==> config.mk <==
export PLATFORM = sky130hd
export DESIGN_NAME = cnc_plc_status_mode_interface
export DESIGN_NICKNAME = d
export VERILOG_FILES = /design/src/cnc_plc_pkg.sv /design/src/cnc_plc_status_mode_interface.sv
export VERILOG_INCLUDE_DIRS = /design/src /design/src/src
export SDC_FILE = /design/constraint.sdc
export NUM_CORES = 1
export LEC_CHECK = 0
export ABC_AREA = 0
export BUFFER_PORTS_ARGS = -buffer_cell sky130_fd_sc_hd__buf_2
export CAP_MARGIN = 30
export CORE_ASPECT_RATIO = 0.8
export CORE_UTILIZATION = 54
export CTS_BUF_LIST = sky130_fd_sc_hd__clkbuf_4
export DETAILED_ROUTE_END_ITERATION = 8
export PLACE_DENSITY = 0.95
export SLEW_MARGIN = 40
export SYNTH_ARGS = -nofsm -noshare
export SYNTH_HDL_FRONTEND = slang
export SYNTH_SLANG_ARGS = --single-unit
==> constraint.sdc <==
create_clock -name core_clk -period 3.1 [get_ports core_clk]
set_clock_uncertainty 0.1 [all_clocks]
set_input_delay 0.62 -clock core_clk [delete_from_list [all_inputs] [get_ports core_clk]]
set_output_delay 0.62 -clock core_clk [all_outputs]
set_load 0.005 [all_outputs]
==> src/cnc_plc_params.svh <==
// Contract
// - Axis count shown binary on four bits.
// - Moving flag follows each axis start and stop.
// - Direction bit one forward, zero reverse.
// - Direction bit holds last value when stopped.
// - Servo ready output follows servo readiness.
// - Emergency stop low resets and halts motion.
// - Automatic overtravel decelerates axis, alarms, interrupts.
// - Manual overtravel decelerates only moving axes.
// - Overtravel direction locked until alarm cleared.
// - Alarm output high during any alarm.
// - Reset clearing alarm returns alarm output low.
// - Code zero gives manual data input confirmation.
// - Code one, no trial-cut gives memory run.
// - Code one with trial-cut gives trial-cut mode.
// - Code three gives program edit confirmation.
// - Code four, no step gives handwheel.
// - Code four with step gives step feed.
// - Code five, no return gives jog.
// - Code five, return, no zero gives reference return.
// - Code five, return, zero gives program zero; the code decodes it but sets no confirmation bit.
`ifndef CNC_PLC_PARAMS_SVH
`define CNC_PLC_PARAMS_SVH
`define OFS_AXIS_COUNT 4'h0
`define OFS_MOTION 4'h1
`define OFS_DIRECTION 4'h2
`define OFS_LIMIT_PLUS 4'h3
`define OFS_LIMIT_MINUS 4'h4
`define OFS_ALARM 4'h5
`define OFS_MODE_SELECT 4'h6
`define OFS_CONFIRM_MAIN 4'h7
`define OFS_CONFIRM_REFRET 4'h8
`define OFS_CONFIRM_TRIAL 4'h9
`define OFS_SERVO_STATUS 4'hA
`define BIT_STEP_SELECT 3
`define BIT_TRIAL_SELECT 4
`define BIT_ZERO_SELECT 6
`define BIT_REFRET_SELECT 7
`define BIT_CONF_STEP 0
`define BIT_CONF_HANDWHEEL 1
`define BIT_CONF_JOG 2
`define BIT_CONF_MDI 3
`define BIT_CONF_MEMORY 5
`define BIT_CONF_EDIT 6
`define BIT_CONF_REFRET 5
`define BIT_CONF_TRIAL 3
`define BIT_SERVO_READY 6
`define BIT_ALARM 0
`define CODE_MDI 3'h0
`define CODE_MEMORY 3'h1
`define CODE_EDIT 3'h3
`define CODE_HANDWHEEL 3'h4
`define CODE_JOG 3'h5
`define RESET_BYTE 8'h00
`define RESET_WORD 32'h00000000
`define DEFAULT_AXES 4'h5
`endif

==> src/cnc_plc_pkg.sv <==
package cnc_plc_pkg;
  localparam int NAXES = 5;

  typedef enum logic [9:0] {
    MODE_NONE = 10'b0000000001,
    MODE_MDI = 10'b0000000010,
    MODE_MEMORY = 10'b0000000100,
    MODE_TRIAL = 10'b0000001000,
    MODE_EDIT = 10'b0000010000,
    MODE_HANDWHEEL = 10'b0000100000,
    MODE_STEP = 10'b0001000000,
    MODE_JOG = 10'b0010000000,
    MODE_REFRET = 10'b0100000000,
    MODE_PROGZERO = 10'b1000000000
  } mode_t;

  typedef struct packed {
    logic read;
    logic write;
    logic [3:0] address;
    logic [31:0] writedata;
    logic [3:0] byteenable;
  } avmm_req_t;

  typedef struct packed {
    logic [NAXES-1:0] moving;
    logic [NAXES-1:0] forward;
  } axis_motion_t;

  typedef struct packed {
    logic [NAXES-1:0] decel;
    logic [NAXES-1:0] lockForward;
    logic [NAXES-1:0] lockReverse;
  } axis_guard_t;

  typedef struct packed {
    logic [7:0] main;
    logic [7:0] refret;
    logic [7:0] trial;
  } mode_confirm_t;
endpackage

==> src/cnc_plc_status_mode_interface.sv <==
// Our own choices: the Avalon-MM register port and the placing of the registers.
`timescale 1ns/100ps
`include "cnc_plc_params.svh"
module cnc_plc_status_mode_interface #(
  parameter logic [3:0] CTRL_AXES = `DEFAULT_AXES
) (
  input wire logic core_clk,
  input wire logic rst_n,
  input wire cnc_plc_pkg::avmm_req_t avReq,
  output logic [31:0] avReaddata,
  output logic avWaitrequest,
  input wire cnc_plc_pkg::axis_motion_t axisMotion,
  input wire logic servoReadyIn,
  input wire logic programAlarmIn,
  input wire logic servoAlarmIn,
  input wire logic resetKeyIn,
  input wire logic estop_n,
  output cnc_plc_pkg::axis_guard_t axisGuard,
  output logic haltAll,
  output logic programInterrupt,
  output logic controllerReset,
  output logic autoOperation,
  output logic servo_ready_out,
  output logic alarm_out_bit,
  output logic [3:0] axis_count_bits,
  output logic [cnc_plc_pkg::NAXES-1:0] axis_moving_flag,
  output logic [cnc_plc_pkg::NAXES-1:0] axis_direction_bit,
  output cnc_plc_pkg::mode_confirm_t modeConfirm
);
  import cnc_plc_pkg::*;

  logic [7:0] limitPlus_r;
  logic [7:0] limitMinus_r;
  logic [7:0] modeSelect_r;
  logic [NAXES-1:0] moving_r;
  logic [NAXES-1:0] direction_r;
  logic [NAXES-1:0] otPrev_r;
  logic [NAXES-1:0] lockFwd_r;
  logic [NAXES-1:0] lockRev_r;
  logic [NAXES-1:0] decel_r;
  logic [NAXES-1:0] otActive;
  logic [NAXES-1:0] otRise;
  logic [NAXES-1:0] motionDir;
  logic estopMeta_r;
  logic estopSync_r;
  logic estopPrev_r;
  logic alarm_r;
  logic servoReady_r;
  logic interrupt_r;
  logic ctrlReset_r;
  logic auto_r;
  logic halt_r;
  logic [3:0] axisCount_r;
  logic waitReq_r;
  logic [31:0] readData_r;
  logic [31:0] readNxt;
  mode_t modeNxt;
  mode_confirm_t confirm_r;
  mode_confirm_t confirmNxt;
  logic estopFall;
  logic alarmClear;
  logic alarmSet;
  logic autoNxt;
  logic writeTake;
  logic readTake;

  // A request is answered in the cycle after it is seen.
  // Waitrequest falls for one cycle per request, so each access takes two cycles.
  assign readTake = avReq.read && waitReq_r;
  assign writeTake = avReq.write && !waitReq_r;

  always_ff @(posedge core_clk) begin
    if (!rst_n) begin
      waitReq_r <= 1'b1;
    end else if ((avReq.read || avReq.write) && waitReq_r) begin
      waitReq_r <= 1'b0;
    end else begin
      waitReq_r <= 1'b1;
    end
  end

  // Unmapped offsets and unused bit positions read as zero.
  always_comb begin
    readNxt = `RESET_WORD;
    if (avReq.address == `OFS_AXIS_COUNT) begin
      readNxt[3:0] = axisCount_r;
    end else if (avReq.address == `OFS_MOTION) begin
      readNxt[NAXES-1:0] = moving_r;
    end else if (avReq.address == `OFS_DIRECTION) begin
      readNxt[NAXES-1:0] = direction_r;
    end else if (avReq.address == `OFS_LIMIT_PLUS) begin
      readNxt[7:0] = limitPlus_r;
    end else if (avReq.address == `OFS_LIMIT_MINUS) begin
      readNxt[7:0] = limitMinus_r;
    end else if (avReq.address == `OFS_ALARM) begin
      readNxt[`BIT_ALARM] = alarm_r;
    end else if (avReq.address == `OFS_MODE_SELECT) begin
      readNxt[7:0] = modeSelect_r;
    end else if (avReq.address == `OFS_CONFIRM_MAIN) begin
      readNxt[7:0] = confirm_r.main;
    end else if (avReq.address == `OFS_CONFIRM_REFRET) begin
      readNxt[7:0] = confirm_r.refret;
    end else if (avReq.address == `OFS_CONFIRM_TRIAL) begin
      readNxt[7:0] = confirm_r.trial;
    end else if (avReq.address == `OFS_SERVO_STATUS) begin
      readNxt[`BIT_SERVO_READY] = servoReady_r;
    end
  end

  // Read data stands from the answer cycle until the next read.
  always_ff @(posedge core_clk) begin
    if (!rst_n) begin
      readData_r <= `RESET_WORD;
    end else if (readTake) begin
      readData_r <= readNxt;
    end
  end

  // Only the input bytes are writable; all other offsets ignore writes.
  always_ff @(posedge core_clk) begin
    if (!rst_n) begin
      limitPlus_r <= `RESET_BYTE;
      limitMinus_r <= `RESET_BYTE;
      modeSelect_r <= `RESET_BYTE;
    end else if (writeTake && avReq.byteenable[0]) begin
      if (avReq.address == `OFS_LIMIT_PLUS) begin
        limitPlus_r <= avReq.writedata[7:0];
      end else if (avReq.address == `OFS_LIMIT_MINUS) begin
        limitMinus_r <= avReq.writedata[7:0];
      end else if (avReq.address == `OFS_MODE_SELECT) begin
        modeSelect_r <= avReq.writedata[7:0];
      end
    end
  end

  // The axis count is a fixed build option, reloaded after every reset.
  always_ff @(posedge core_clk) begin
    if (!rst_n) begin
      axisCount_r <= 4'h0;
    end else begin
      axisCount_r <= CTRL_AXES;
    end
  end

  // Servo ready is the input registered once; braking does not depend on it.
  always_ff @(posedge core_clk) begin
    if (!rst_n) begin
      servoReady_r <= 1'b0;
    end else begin
      servoReady_r <= servoReadyIn;
    end
  end

  // The emergency stop pin is asynchronous to the core clock.
  always_ff @(posedge core_clk) begin
    if (!rst_n) begin
      estopMeta_r <= 1'b1;
      estopSync_r <= 1'b1;
      estopPrev_r <= 1'b1;
    end else begin
      estopMeta_r <= estop_n;
      estopSync_r <= estopMeta_r;
      estopPrev_r <= estopSync_r;
    end
  end

  // One-cycle pulse on the first synchronised low of the emergency stop.
  assign estopFall = estopPrev_r && !estopSync_r;

  // A falling emergency stop resets once; the halt holds while the pin stays low.
  always_ff @(posedge core_clk) begin
    if (!rst_n) begin
      ctrlReset_r <= 1'b0;
      halt_r <= 1'b0;
    end else begin
      ctrlReset_r <= estopFall || resetKeyIn;
      halt_r <= !estopSync_r;
    end
  end

  // Select bits that do not belong to the decoded code are ignored.
  always_comb begin
    modeNxt = MODE_NONE;
    case (modeSelect_r[2:0])
      `CODE_MDI: begin
        modeNxt = MODE_MDI;
      end
      `CODE_MEMORY: begin
        if (modeSelect_r[`BIT_TRIAL_SELECT]) begin
          modeNxt = MODE_TRIAL;
        end else begin
          modeNxt = MODE_MEMORY;
        end
      end
      `CODE_EDIT: begin
        modeNxt = MODE_EDIT;
      end
      `CODE_HANDWHEEL: begin
        if (modeSelect_r[`BIT_STEP_SELECT]) begin
          modeNxt = MODE_STEP;
        end else begin
          modeNxt = MODE_HANDWHEEL;
        end
      end
      `CODE_JOG: begin
        if (!modeSelect_r[`BIT_REFRET_SELECT]) begin
          modeNxt = MODE_JOG;
        end else if (!modeSelect_r[`BIT_ZERO_SELECT]) begin
          modeNxt = MODE_REFRET;
        end else begin
          modeNxt = MODE_PROGZERO;
        end
      end
      default: begin
        modeNxt = MODE_NONE;
      end
    endcase
  end

  // Each mode drives at most one confirmation bit, so they never overlap.
  always_comb begin
    confirmNxt = '0;
    autoNxt = 1'b0;
    case (modeNxt)
      MODE_MDI: begin
        confirmNxt.main[`BIT_CONF_MDI] = 1'b1;
        autoNxt = 1'b1;
      end
      MODE_MEMORY: begin
        confirmNxt.main[`BIT_CONF_MEMORY] = 1'b1;
        autoNxt = 1'b1;
      end
      MODE_TRIAL: begin
        confirmNxt.trial[`BIT_CONF_TRIAL] = 1'b1;
        autoNxt = 1'b1;
      end
      MODE_EDIT: begin
        confirmNxt.main[`BIT_CONF_EDIT] = 1'b1;
        autoNxt = 1'b1;
      end
      MODE_HANDWHEEL: begin
        confirmNxt.main[`BIT_CONF_HANDWHEEL] = 1'b1;
      end
      MODE_STEP: begin
        confirmNxt.main[`BIT_CONF_STEP] = 1'b1;
      end
      MODE_JOG: begin
        confirmNxt.main[`BIT_CONF_JOG] = 1'b1;
      end
      MODE_REFRET: begin
        confirmNxt.refret[`BIT_CONF_REFRET] = 1'b1;
      end
      default: begin
        confirmNxt = '0;
      end
    endcase
  end

  always_ff @(posedge core_clk) begin
    if (!rst_n) begin
      confirm_r <= '0;
    end else begin
      confirm_r <= confirmNxt;
    end
  end

  // Edit is grouped with the automatic modes, so overtravel there interrupts the program.
  always_ff @(posedge core_clk) begin
    if (!rst_n) begin
      auto_r <= 1'b0;
    end else begin
      auto_r <= autoNxt;
    end
  end

  // Motion flags follow the axis logic; direction freezes while stopped.
  always_ff @(posedge core_clk) begin
    if (!rst_n) begin
      moving_r <= '0;
    end else begin
      moving_r <= axisMotion.moving;
    end
  end

  // Per-axis overtravel edge detection, braking and direction locks.
  genvar g;
  generate
    for (g = 0; g < NAXES; g++) begin : g_axis
      assign otActive[g] = limitPlus_r[g] || limitMinus_r[g];
      assign otRise[g] = otActive[g] && !otPrev_r[g];
      assign motionDir[g] = axisMotion.moving[g] ? axisMotion.forward[g] : direction_r[g];

      always_ff @(posedge core_clk) begin
        if (!rst_n) begin
          direction_r[g] <= 1'b0;
        end else if (axisMotion.moving[g]) begin
          direction_r[g] <= axisMotion.forward[g];
        end else begin
          direction_r[g] <= direction_r[g];
        end
      end

      // The limit registers reset inactive, so no false overtravel edge follows reset.
      always_ff @(posedge core_clk) begin
        if (!rst_n) begin
          otPrev_r[g] <= 1'b0;
        end else begin
          otPrev_r[g] <= otActive[g];
        end
      end

      // In automatic modes every overtravelled axis brakes; in manual ones only a moving one.
      always_ff @(posedge core_clk) begin
        if (!rst_n) begin
          decel_r[g] <= 1'b0;
        end else if (auto_r) begin
          decel_r[g] <= otActive[g];
        end else begin
          decel_r[g] <= otActive[g] && axisMotion.moving[g];
        end
      end

      // The lock set wins over a clear arriving in the same cycle.
      always_ff @(posedge core_clk) begin
        if (!rst_n) begin
          lockFwd_r[g] <= 1'b0;
          lockRev_r[g] <= 1'b0;
        end else if (otRise[g]) begin
          lockFwd_r[g] <= lockFwd_r[g] || motionDir[g];
          lockRev_r[g] <= lockRev_r[g] || !motionDir[g];
        end else if (alarmClear) begin
          lockFwd_r[g] <= 1'b0;
          lockRev_r[g] <= 1'b0;
        end
      end
    end
  endgenerate

  // A set source wins over a clear that lands in the same cycle.
  assign alarmSet = (|otRise) || programAlarmIn || servoAlarmIn;
  assign alarmClear = ctrlReset_r;

  always_ff @(posedge core_clk) begin
    if (!rst_n) begin
      alarm_r <= 1'b0;
    end else if (alarmSet) begin
      alarm_r <= 1'b1;
    end else if (alarmClear) begin
      alarm_r <= 1'b0;
    end
  end

  // Program execution is interrupted only for overtravel in an automatic mode.
  always_ff @(posedge core_clk) begin
    if (!rst_n) begin
      interrupt_r <= 1'b0;
    end else begin
      interrupt_r <= auto_r && (|otRise);
    end
  end

  // Every output below is a plain copy of a register.
  assign avReaddata = readData_r;
  assign avWaitrequest = waitReq_r;
  assign axisGuard.decel = decel_r;
  assign axisGuard.lockForward = lockFwd_r;
  assign axisGuard.lockReverse = lockRev_r;
  assign haltAll = halt_r;
  assign programInterrupt = interrupt_r;
  assign controllerReset = ctrlReset_r;
  assign autoOperation = auto_r;
  assign servo_ready_out = servoReady_r;
  assign alarm_out_bit = alarm_r;
  assign axis_count_bits = axisCount_r;
  assign axis_moving_flag = moving_r;
  assign axis_direction_bit = direction_r;
  assign modeConfirm = confirm_r;
endmodule // cnc_plc_status_mode_interface

# After elaboration in Yosys (flattened, before gate mapping)
# Index checks and enable logic that the tools add are counted.
[totals]
reg_bits = 100
in_bits = 59
out_inout_bits = 92
wordCells = 186
[classes]
n_eq_ne = 22
mux = 55
bitwise_logic = 2
reduce_logical = 60
[ops]
columns = ["operator", "count"]
rows = [
  ["one-hot mux 10 bit (5 select lines)", 1],
  ["two-way mux 8 bit", 5],
  ["two-way mux 1 bit", 36],
  ["two-way mux 10 bit", 2],
  ["logical OR 1 bit", 19],
  ["equality test 4 x 3 -> 1 bit (second input constant)", 4],
  ["logical AND 1 bit", 16],
  ["two-way mux 7 bit", 2],
  ["equality test 4 bit (second input constant)", 3],
  ["logical NOT 1 bit", 12],
  ["two-way mux 4 bit", 3],
  ["nonzero test 2 bit", 6],
  ["equality test 10 x 2 -> 1 bit (second input constant)", 1],
  ["equality test 10 x 3 -> 1 bit (second input constant)", 1],
  ["equality test 10 x 4 -> 1 bit (second input constant)", 1],
  ["equality test 10 x 5 -> 1 bit (second input constant)", 1],
  ["equality test 10 x 6 -> 1 bit (second input constant)", 1],
  ["equality test 10 x 7 -> 1 bit (second input constant)", 1],
  ["equality test 10 x 8 -> 1 bit (second input constant)", 1],
  ["equality test 10 x 9 -> 1 bit (second input constant)", 1],
  ["two-way mux 5 bit", 2],
  ["two-way mux 3 bit", 3],
  ["equality test 4 x 2 -> 1 bit (second input constant)", 2],
  ["equality test 3 bit (second input constant)", 2],
  ["12 further kinds", 13],
]

# Logic depth before layout (Yosys ltp)
[depth]
depth_word = 12
depth_mapped = 7
mapped_depth_nobuf = 4

# Least setup slack after synthesis
# No wires, ideal clock.
[synth_timing]
path_type = "input -> register"
from = "input port avReq[36] (netlist name)"
to = "register readData_r[6], in the netlist avReaddata[6]"
setup_ps = 117
arrival_time_ps = 1673
t_required_ps = 2883
setup_slack_ps = 1210
path_stages = 7
path_buffers = 3
cell_sequence = "buf_2 -> buf_2 -> buf_2 -> inv_1 -> a32oi_1 -> o22ai_1 -> a32o_1"
[synth_via]
elab_chain_cells = 12
word_cells_on_any_way = 22
cone_classes = "10 x eq/ne; 11 x mux; 1 x reduce/logical"
[synth_rtl]
columns = ["element", "line_no", "text"]
rows = [
  ["start, declared", "cnc_plc_status_mode_interface.sv:9", "input wire cnc_plc_pkg::avmm_req_t avReq,"],
  ["equality test 4 bit (no line)", "-", ""],
  ["two-way mux 1 bit", "cnc_plc_status_mode_interface.sv:105", "end else if (avReq.address == `OFS_SERVO_STATUS) begin"],
  ["two-way mux 1 bit", "cnc_plc_status_mode_interface.sv:103", "end else if (avReq.address == `OFS_CONFIRM_TRIAL) begin"],
  ["two-way mux 8 bit", "cnc_plc_status_mode_interface.sv:101", "end else if (avReq.address == `OFS_CONFIRM_REFRET) begin"],
  ["two-way mux 8 bit", "cnc_plc_status_mode_interface.sv:99", "end else if (avReq.address == `OFS_CONFIRM_MAIN) begin"],
  ["two-way mux 8 bit", "cnc_plc_status_mode_interface.sv:97", "end else if (avReq.address == `OFS_MODE_SELECT) begin"],
  ["two-way mux 7 bit", "cnc_plc_status_mode_interface.sv:95", "end else if (avReq.address == `OFS_ALARM) begin"],
  ["two-way mux 8 bit", "cnc_plc_status_mode_interface.sv:93", "end else if (avReq.address == `OFS_LIMIT_MINUS) begin"],
  ["two-way mux 8 bit", "cnc_plc_status_mode_interface.sv:91", "end else if (avReq.address == `OFS_LIMIT_PLUS) begin"],
  ["two-way mux 3 bit", "cnc_plc_status_mode_interface.sv:89", "end else if (avReq.address == `OFS_DIRECTION) begin"],
  ["two-way mux 3 bit", "cnc_plc_status_mode_interface.sv:87", "end else if (avReq.address == `OFS_MOTION) begin"],
  ["two-way mux 4 bit (*)", "cnc_plc_status_mode_interface.sv:85", "if (avReq.address == `OFS_AXIS_COUNT) begin"],
  ["end signal, assigned", "cnc_plc_status_mode_interface.sv:113", "readData_r <= `RESET_WORD;"],
  ["end signal, assigned", "cnc_plc_status_mode_interface.sv:115", "readData_r <= readNxt;"],
  ["end, declared", "cnc_plc_status_mode_interface.sv:55", "logic [31:0] readData_r;"],
]
# Every way passes the cells marked *; elsewhere a longest branch is shown, timed or not.
# A chain may end at the register's enable or synchronous reset.

# Worst setup path in the final report
[layout_timing]
from = "input port avReq[37] (netlist name)"
to = "register modeSelect_r[2]"
[layout_via]
elab_chain_cells = 3
word_cells_on_any_way = 6
cone_classes = "3 x eq/ne; 2 x bitwise; 1 x reduce/logical"
[layout_rtl]
columns = ["element", "line_no", "text"]
rows = [
  ["equality test 4 x 3 -> 1 bit (no line) or equality test 4 x 2 -> 1 bit (tied branches)", "-", ""],
  ["inverter 1 bit (no line)", "-", ""],
  ["AND reduction 4 bit (no line) (*)", "-", ""],
  ["end signal, assigned", "cnc_plc_status_mode_interface.sv:124", "modeSelect_r <= `RESET_BYTE;"],
  ["end signal, assigned", "cnc_plc_status_mode_interface.sv:131", "modeSelect_r <= avReq.writedata[7:0];"],
  ["end, declared", "cnc_plc_status_mode_interface.sv:34", "logic [7:0] modeSelect_r;"],
]
# Marks and branches as above.

==> impl_metrics.json <==
{
  "grt_use_total": 0.2508,
  "yosysWarnings": 0,
  "hp-start": "estop_n",
  "cp.required_ps": 3310,
  "clk_latency_ps": 440,
  "ys_ff_latch": 81,
  "r2r_cells": 4,
  "fp.dieW_um": 94.08,
  "max_stage_delay_ps": 460,
  "cts_buffers": 9,
  "grt-ovfl-total": 0,
  "setup_viol": 0,
  "dieHeight_um": 75.66,
  "synth_ff_type": "dfxtp_1",
  "cp_slowest_cell": "buf_2",
  "p_per_area_nw_per_um2": 443.2,
  "wl_um": 8483,
  "path_class": "in2reg",
  "async_reset_ff_frac": 0,
  "diodes": 0,
  "clkTransAtPathRegs_ps": 130,
  "drc": 0,
  "vdd_drop_max_v": 0.0003925,
  "fmax_mhz": 451.7,
  "via_count": 2895,
  "rrSetupSlack_ps": 1200,
  "arrival_ps": 2430,
  "synth_edf_count": 0,
  "slew_headroom": 0.4262,
  "drive_above_1_share": 0.2246,
  "p_leak_nw": 1.849,
  "hold_path_depth": 2,
  "grt_pass1_vias": 2721,
  "nNetsFinal": 517,
  "syn_inst": 384,
  "period_share": 0.7141,
  "place_area_um2": 3929,
  "hpwl_um": 6281,
  "total_power_mw": 1.793,
  "ioPinCount": 151,
  "drtIter0Drc": 219,
  "htreeDepth": 3,
  "min_to": "estopMeta_r",
  "status": "finished, final reports clean",
  "worstReg2RegEnd": "limitMinus_r[1]",
  "cts.sinks": 81,
  "ctsHoldBuffers": 0,
  "area_growth_pct": 10.49,
  "die-area_um2": 7118,
  "path_cells": "buf_2 -> and2b_1 -> nor3b_1 -> buf_4 -> mux2i_1 -> nor2_1",
  "cts_max_path_buffers": 2,
  "drt-pass1-iter-count": 4,
  "core_area_um2": 6474,
  "cts_tree": "yes",
  "antenna_found_initial": 0,
  "seq_area_frac_synth": 0.4428,
  "postLayoutCellArea_um2": 4046,
  "drv_cap": 0,
  "hold_class": "in2reg",
  "worst_pin_slew_ps": 854.2,
  "cts.repair.resized": 0,
  "fillCellCount": 570,
  "ant_nets": 0,
  "cts-root-buf": "clkbuf_4",
  "r2r_start": "avWaitrequest",
  "drv_slew": 0,
  "synth_area_um2": 3662,
  "synth_area_per_cell_um2": 9.537,
  "viasPerCell": 5.293,
  "start_kind": "input pin",
  "num_rows": 26,
  "timing.setup.tns_ps": 0,
  "start_util": 0.5657,
  "hold_viol": 0,
  "detail_route.wl_per_cell_um": 15.51,
  "period_needed_ps": 2214,
  "portBuffers": 81,
  "grt_max_degree": 40,
  "netlist-cell-type-count": 48,
  "cp_max_fo": 27,
  "gp_congestion": 0.8992,
  "grt_pass1_wl_um": 13270,
  "post-cts-setup-buffer-count": 0,
  "rsz0062_at_grt": "no",
  "cp-end-kind": "flip-flop"
}
how the worst max path moves through the flow:
stage          cells after the start         endpoint  slack [ps]  startpoint
3_3_place_gp                       6  modeSelect_r[1]         590   avReq[37]
3_5_place_dp                       6  modeSelect_r[1]         530   avReq[37]
4_1_cts                            6  modeSelect_r[2]         980   avReq[37]
5_1_grt                            6  modeSelect_r[2]         880   avReq[37]
6_report                           6  modeSelect_r[2]         890   avReq[37]
2_1_floorplan                      7    avReaddata[6]        1210   avReq[36]
power by group:
group          switching (mW)  total, mW  internal, mW
logic                   0.103      0.171        0.0679
clock network           0.367      0.544         0.177
registers              0.0183       1.08          1.06
flip-flops by register name, indices dropped and copies added, names as in the netlist, 5 cells and up:
signal / flops
otPrev_r: 5
axis_direction_bit: 5
modeConfirm: 8
axis_moving_flag: 5
axisGuard: 15
modeSelect_r: 8
avReaddata: 8
limitPlus_r: 8
limitMinus_r: 8
stage by stage:
stage	util	std cells	worst slack [ps]	hold slack, ps
after floorplan	-	425	1210	286.3
after global placement	0.6069	531	589.4	293.2
after detailed placement	0.6069	531	532.6	309.1
after CTS	0.6250	547	976.5	226.2
after global routing	0.6250	547	876.0	218.8
final	0.6250	547	886.2	254.7
logic make-up (layout without fill, tap and decap cells):
| family | count (synthesis) | count (layout) | synth area share |
|---|---|---|---|
| AOI/OAI and AO/OA | 75 | 75 | 0.1442 |
| buffers and inverters | 72 | 110 | 0.1250 |
| DFF | 81 | 81 | 0.4428 |
| muxes | 39 | 39 | 0.1073 |
| other | 1 | 42 | 0.001024 |
| and+or+nand+nor | 116 | 116 | 0.1797 |
cell usage after synthesis, types with 7 or more instances:
cell       n  area (um2)
dfxtp_1   81        1622
buf_4     44       330.3
mux2i_1   37       370.4
nor2b_1   35       219.0
nor2_1    28       105.1
a21oi_1   16       80.08
o21a_1    13       97.59
nand2_1   11       41.29
a22oi_1   10       75.07
inv_1     10       37.54
clkbuf_1   9       33.78
nand2b_1   8       50.05
and2_1     7       43.79
nand3_1    7       35.03
area by class of cell:
| cell class | instances | area, um2 | area share |
|---|---|---|---|
| Clock buffer | 10 | 75.07 | 0.01855 |
| Clock inverter | 6 | 42.54 | 0.01051 |
| Inverter | 10 | 37.54 | 0.009276 |
| Multi-Input combinational cell | 272 | 1737 | 0.4292 |
| Sequential cell | 81 | 1622 | 0.4007 |
| Tap cell | 84 | 105.1 | 0.02597 |
| Timing Repair Buffer | 84 | 427.9 | 0.1058 |
critical path: cells and delay by family:
family / cells / cell delay (ps)
AND/OR/NAND/NOR: 3 / 870
multiplexers: 1 / 220
buffers and inverters: 2 / 710
cell usage in the layout (no fill, tap or decap), types with 3 or more instances in the layout:
cell type  instances
and2_1             7
a21oi_1           16
nor2b_1           35
o22ai_1            4
nand2_1           11
inv_1             10
and3_1             4
o21ai_0            5
o2bb2ai_1          4
dfxtp_1           81
buf_4              3
nand3_1            7
o211ai_1           3
clkbuf_4          10
conb_1            42
mux2i_1           37
a32oi_1            3
buf_2             81
nor2_1            28
nand2b_1           8
o21a_1            13
o21bai_1           5
a22oi_1           10
per-layer routing:
layer | vias to the layer above | share of wire | GRT usage | wire, um
met5 | - | 0 | 0 | 0
met4 | 0 | 0.014 | 0.09402 | 116
met3 | 12 | 0.082 | 0.08283 | 698
met2 | 128 | 0.47 | 0.3974 | 3969
met1 | 1358 | 0.44 | 0.3225 | 3698
li1 | 1397 | - | - | -
Power figures use the tool's default switching activity.
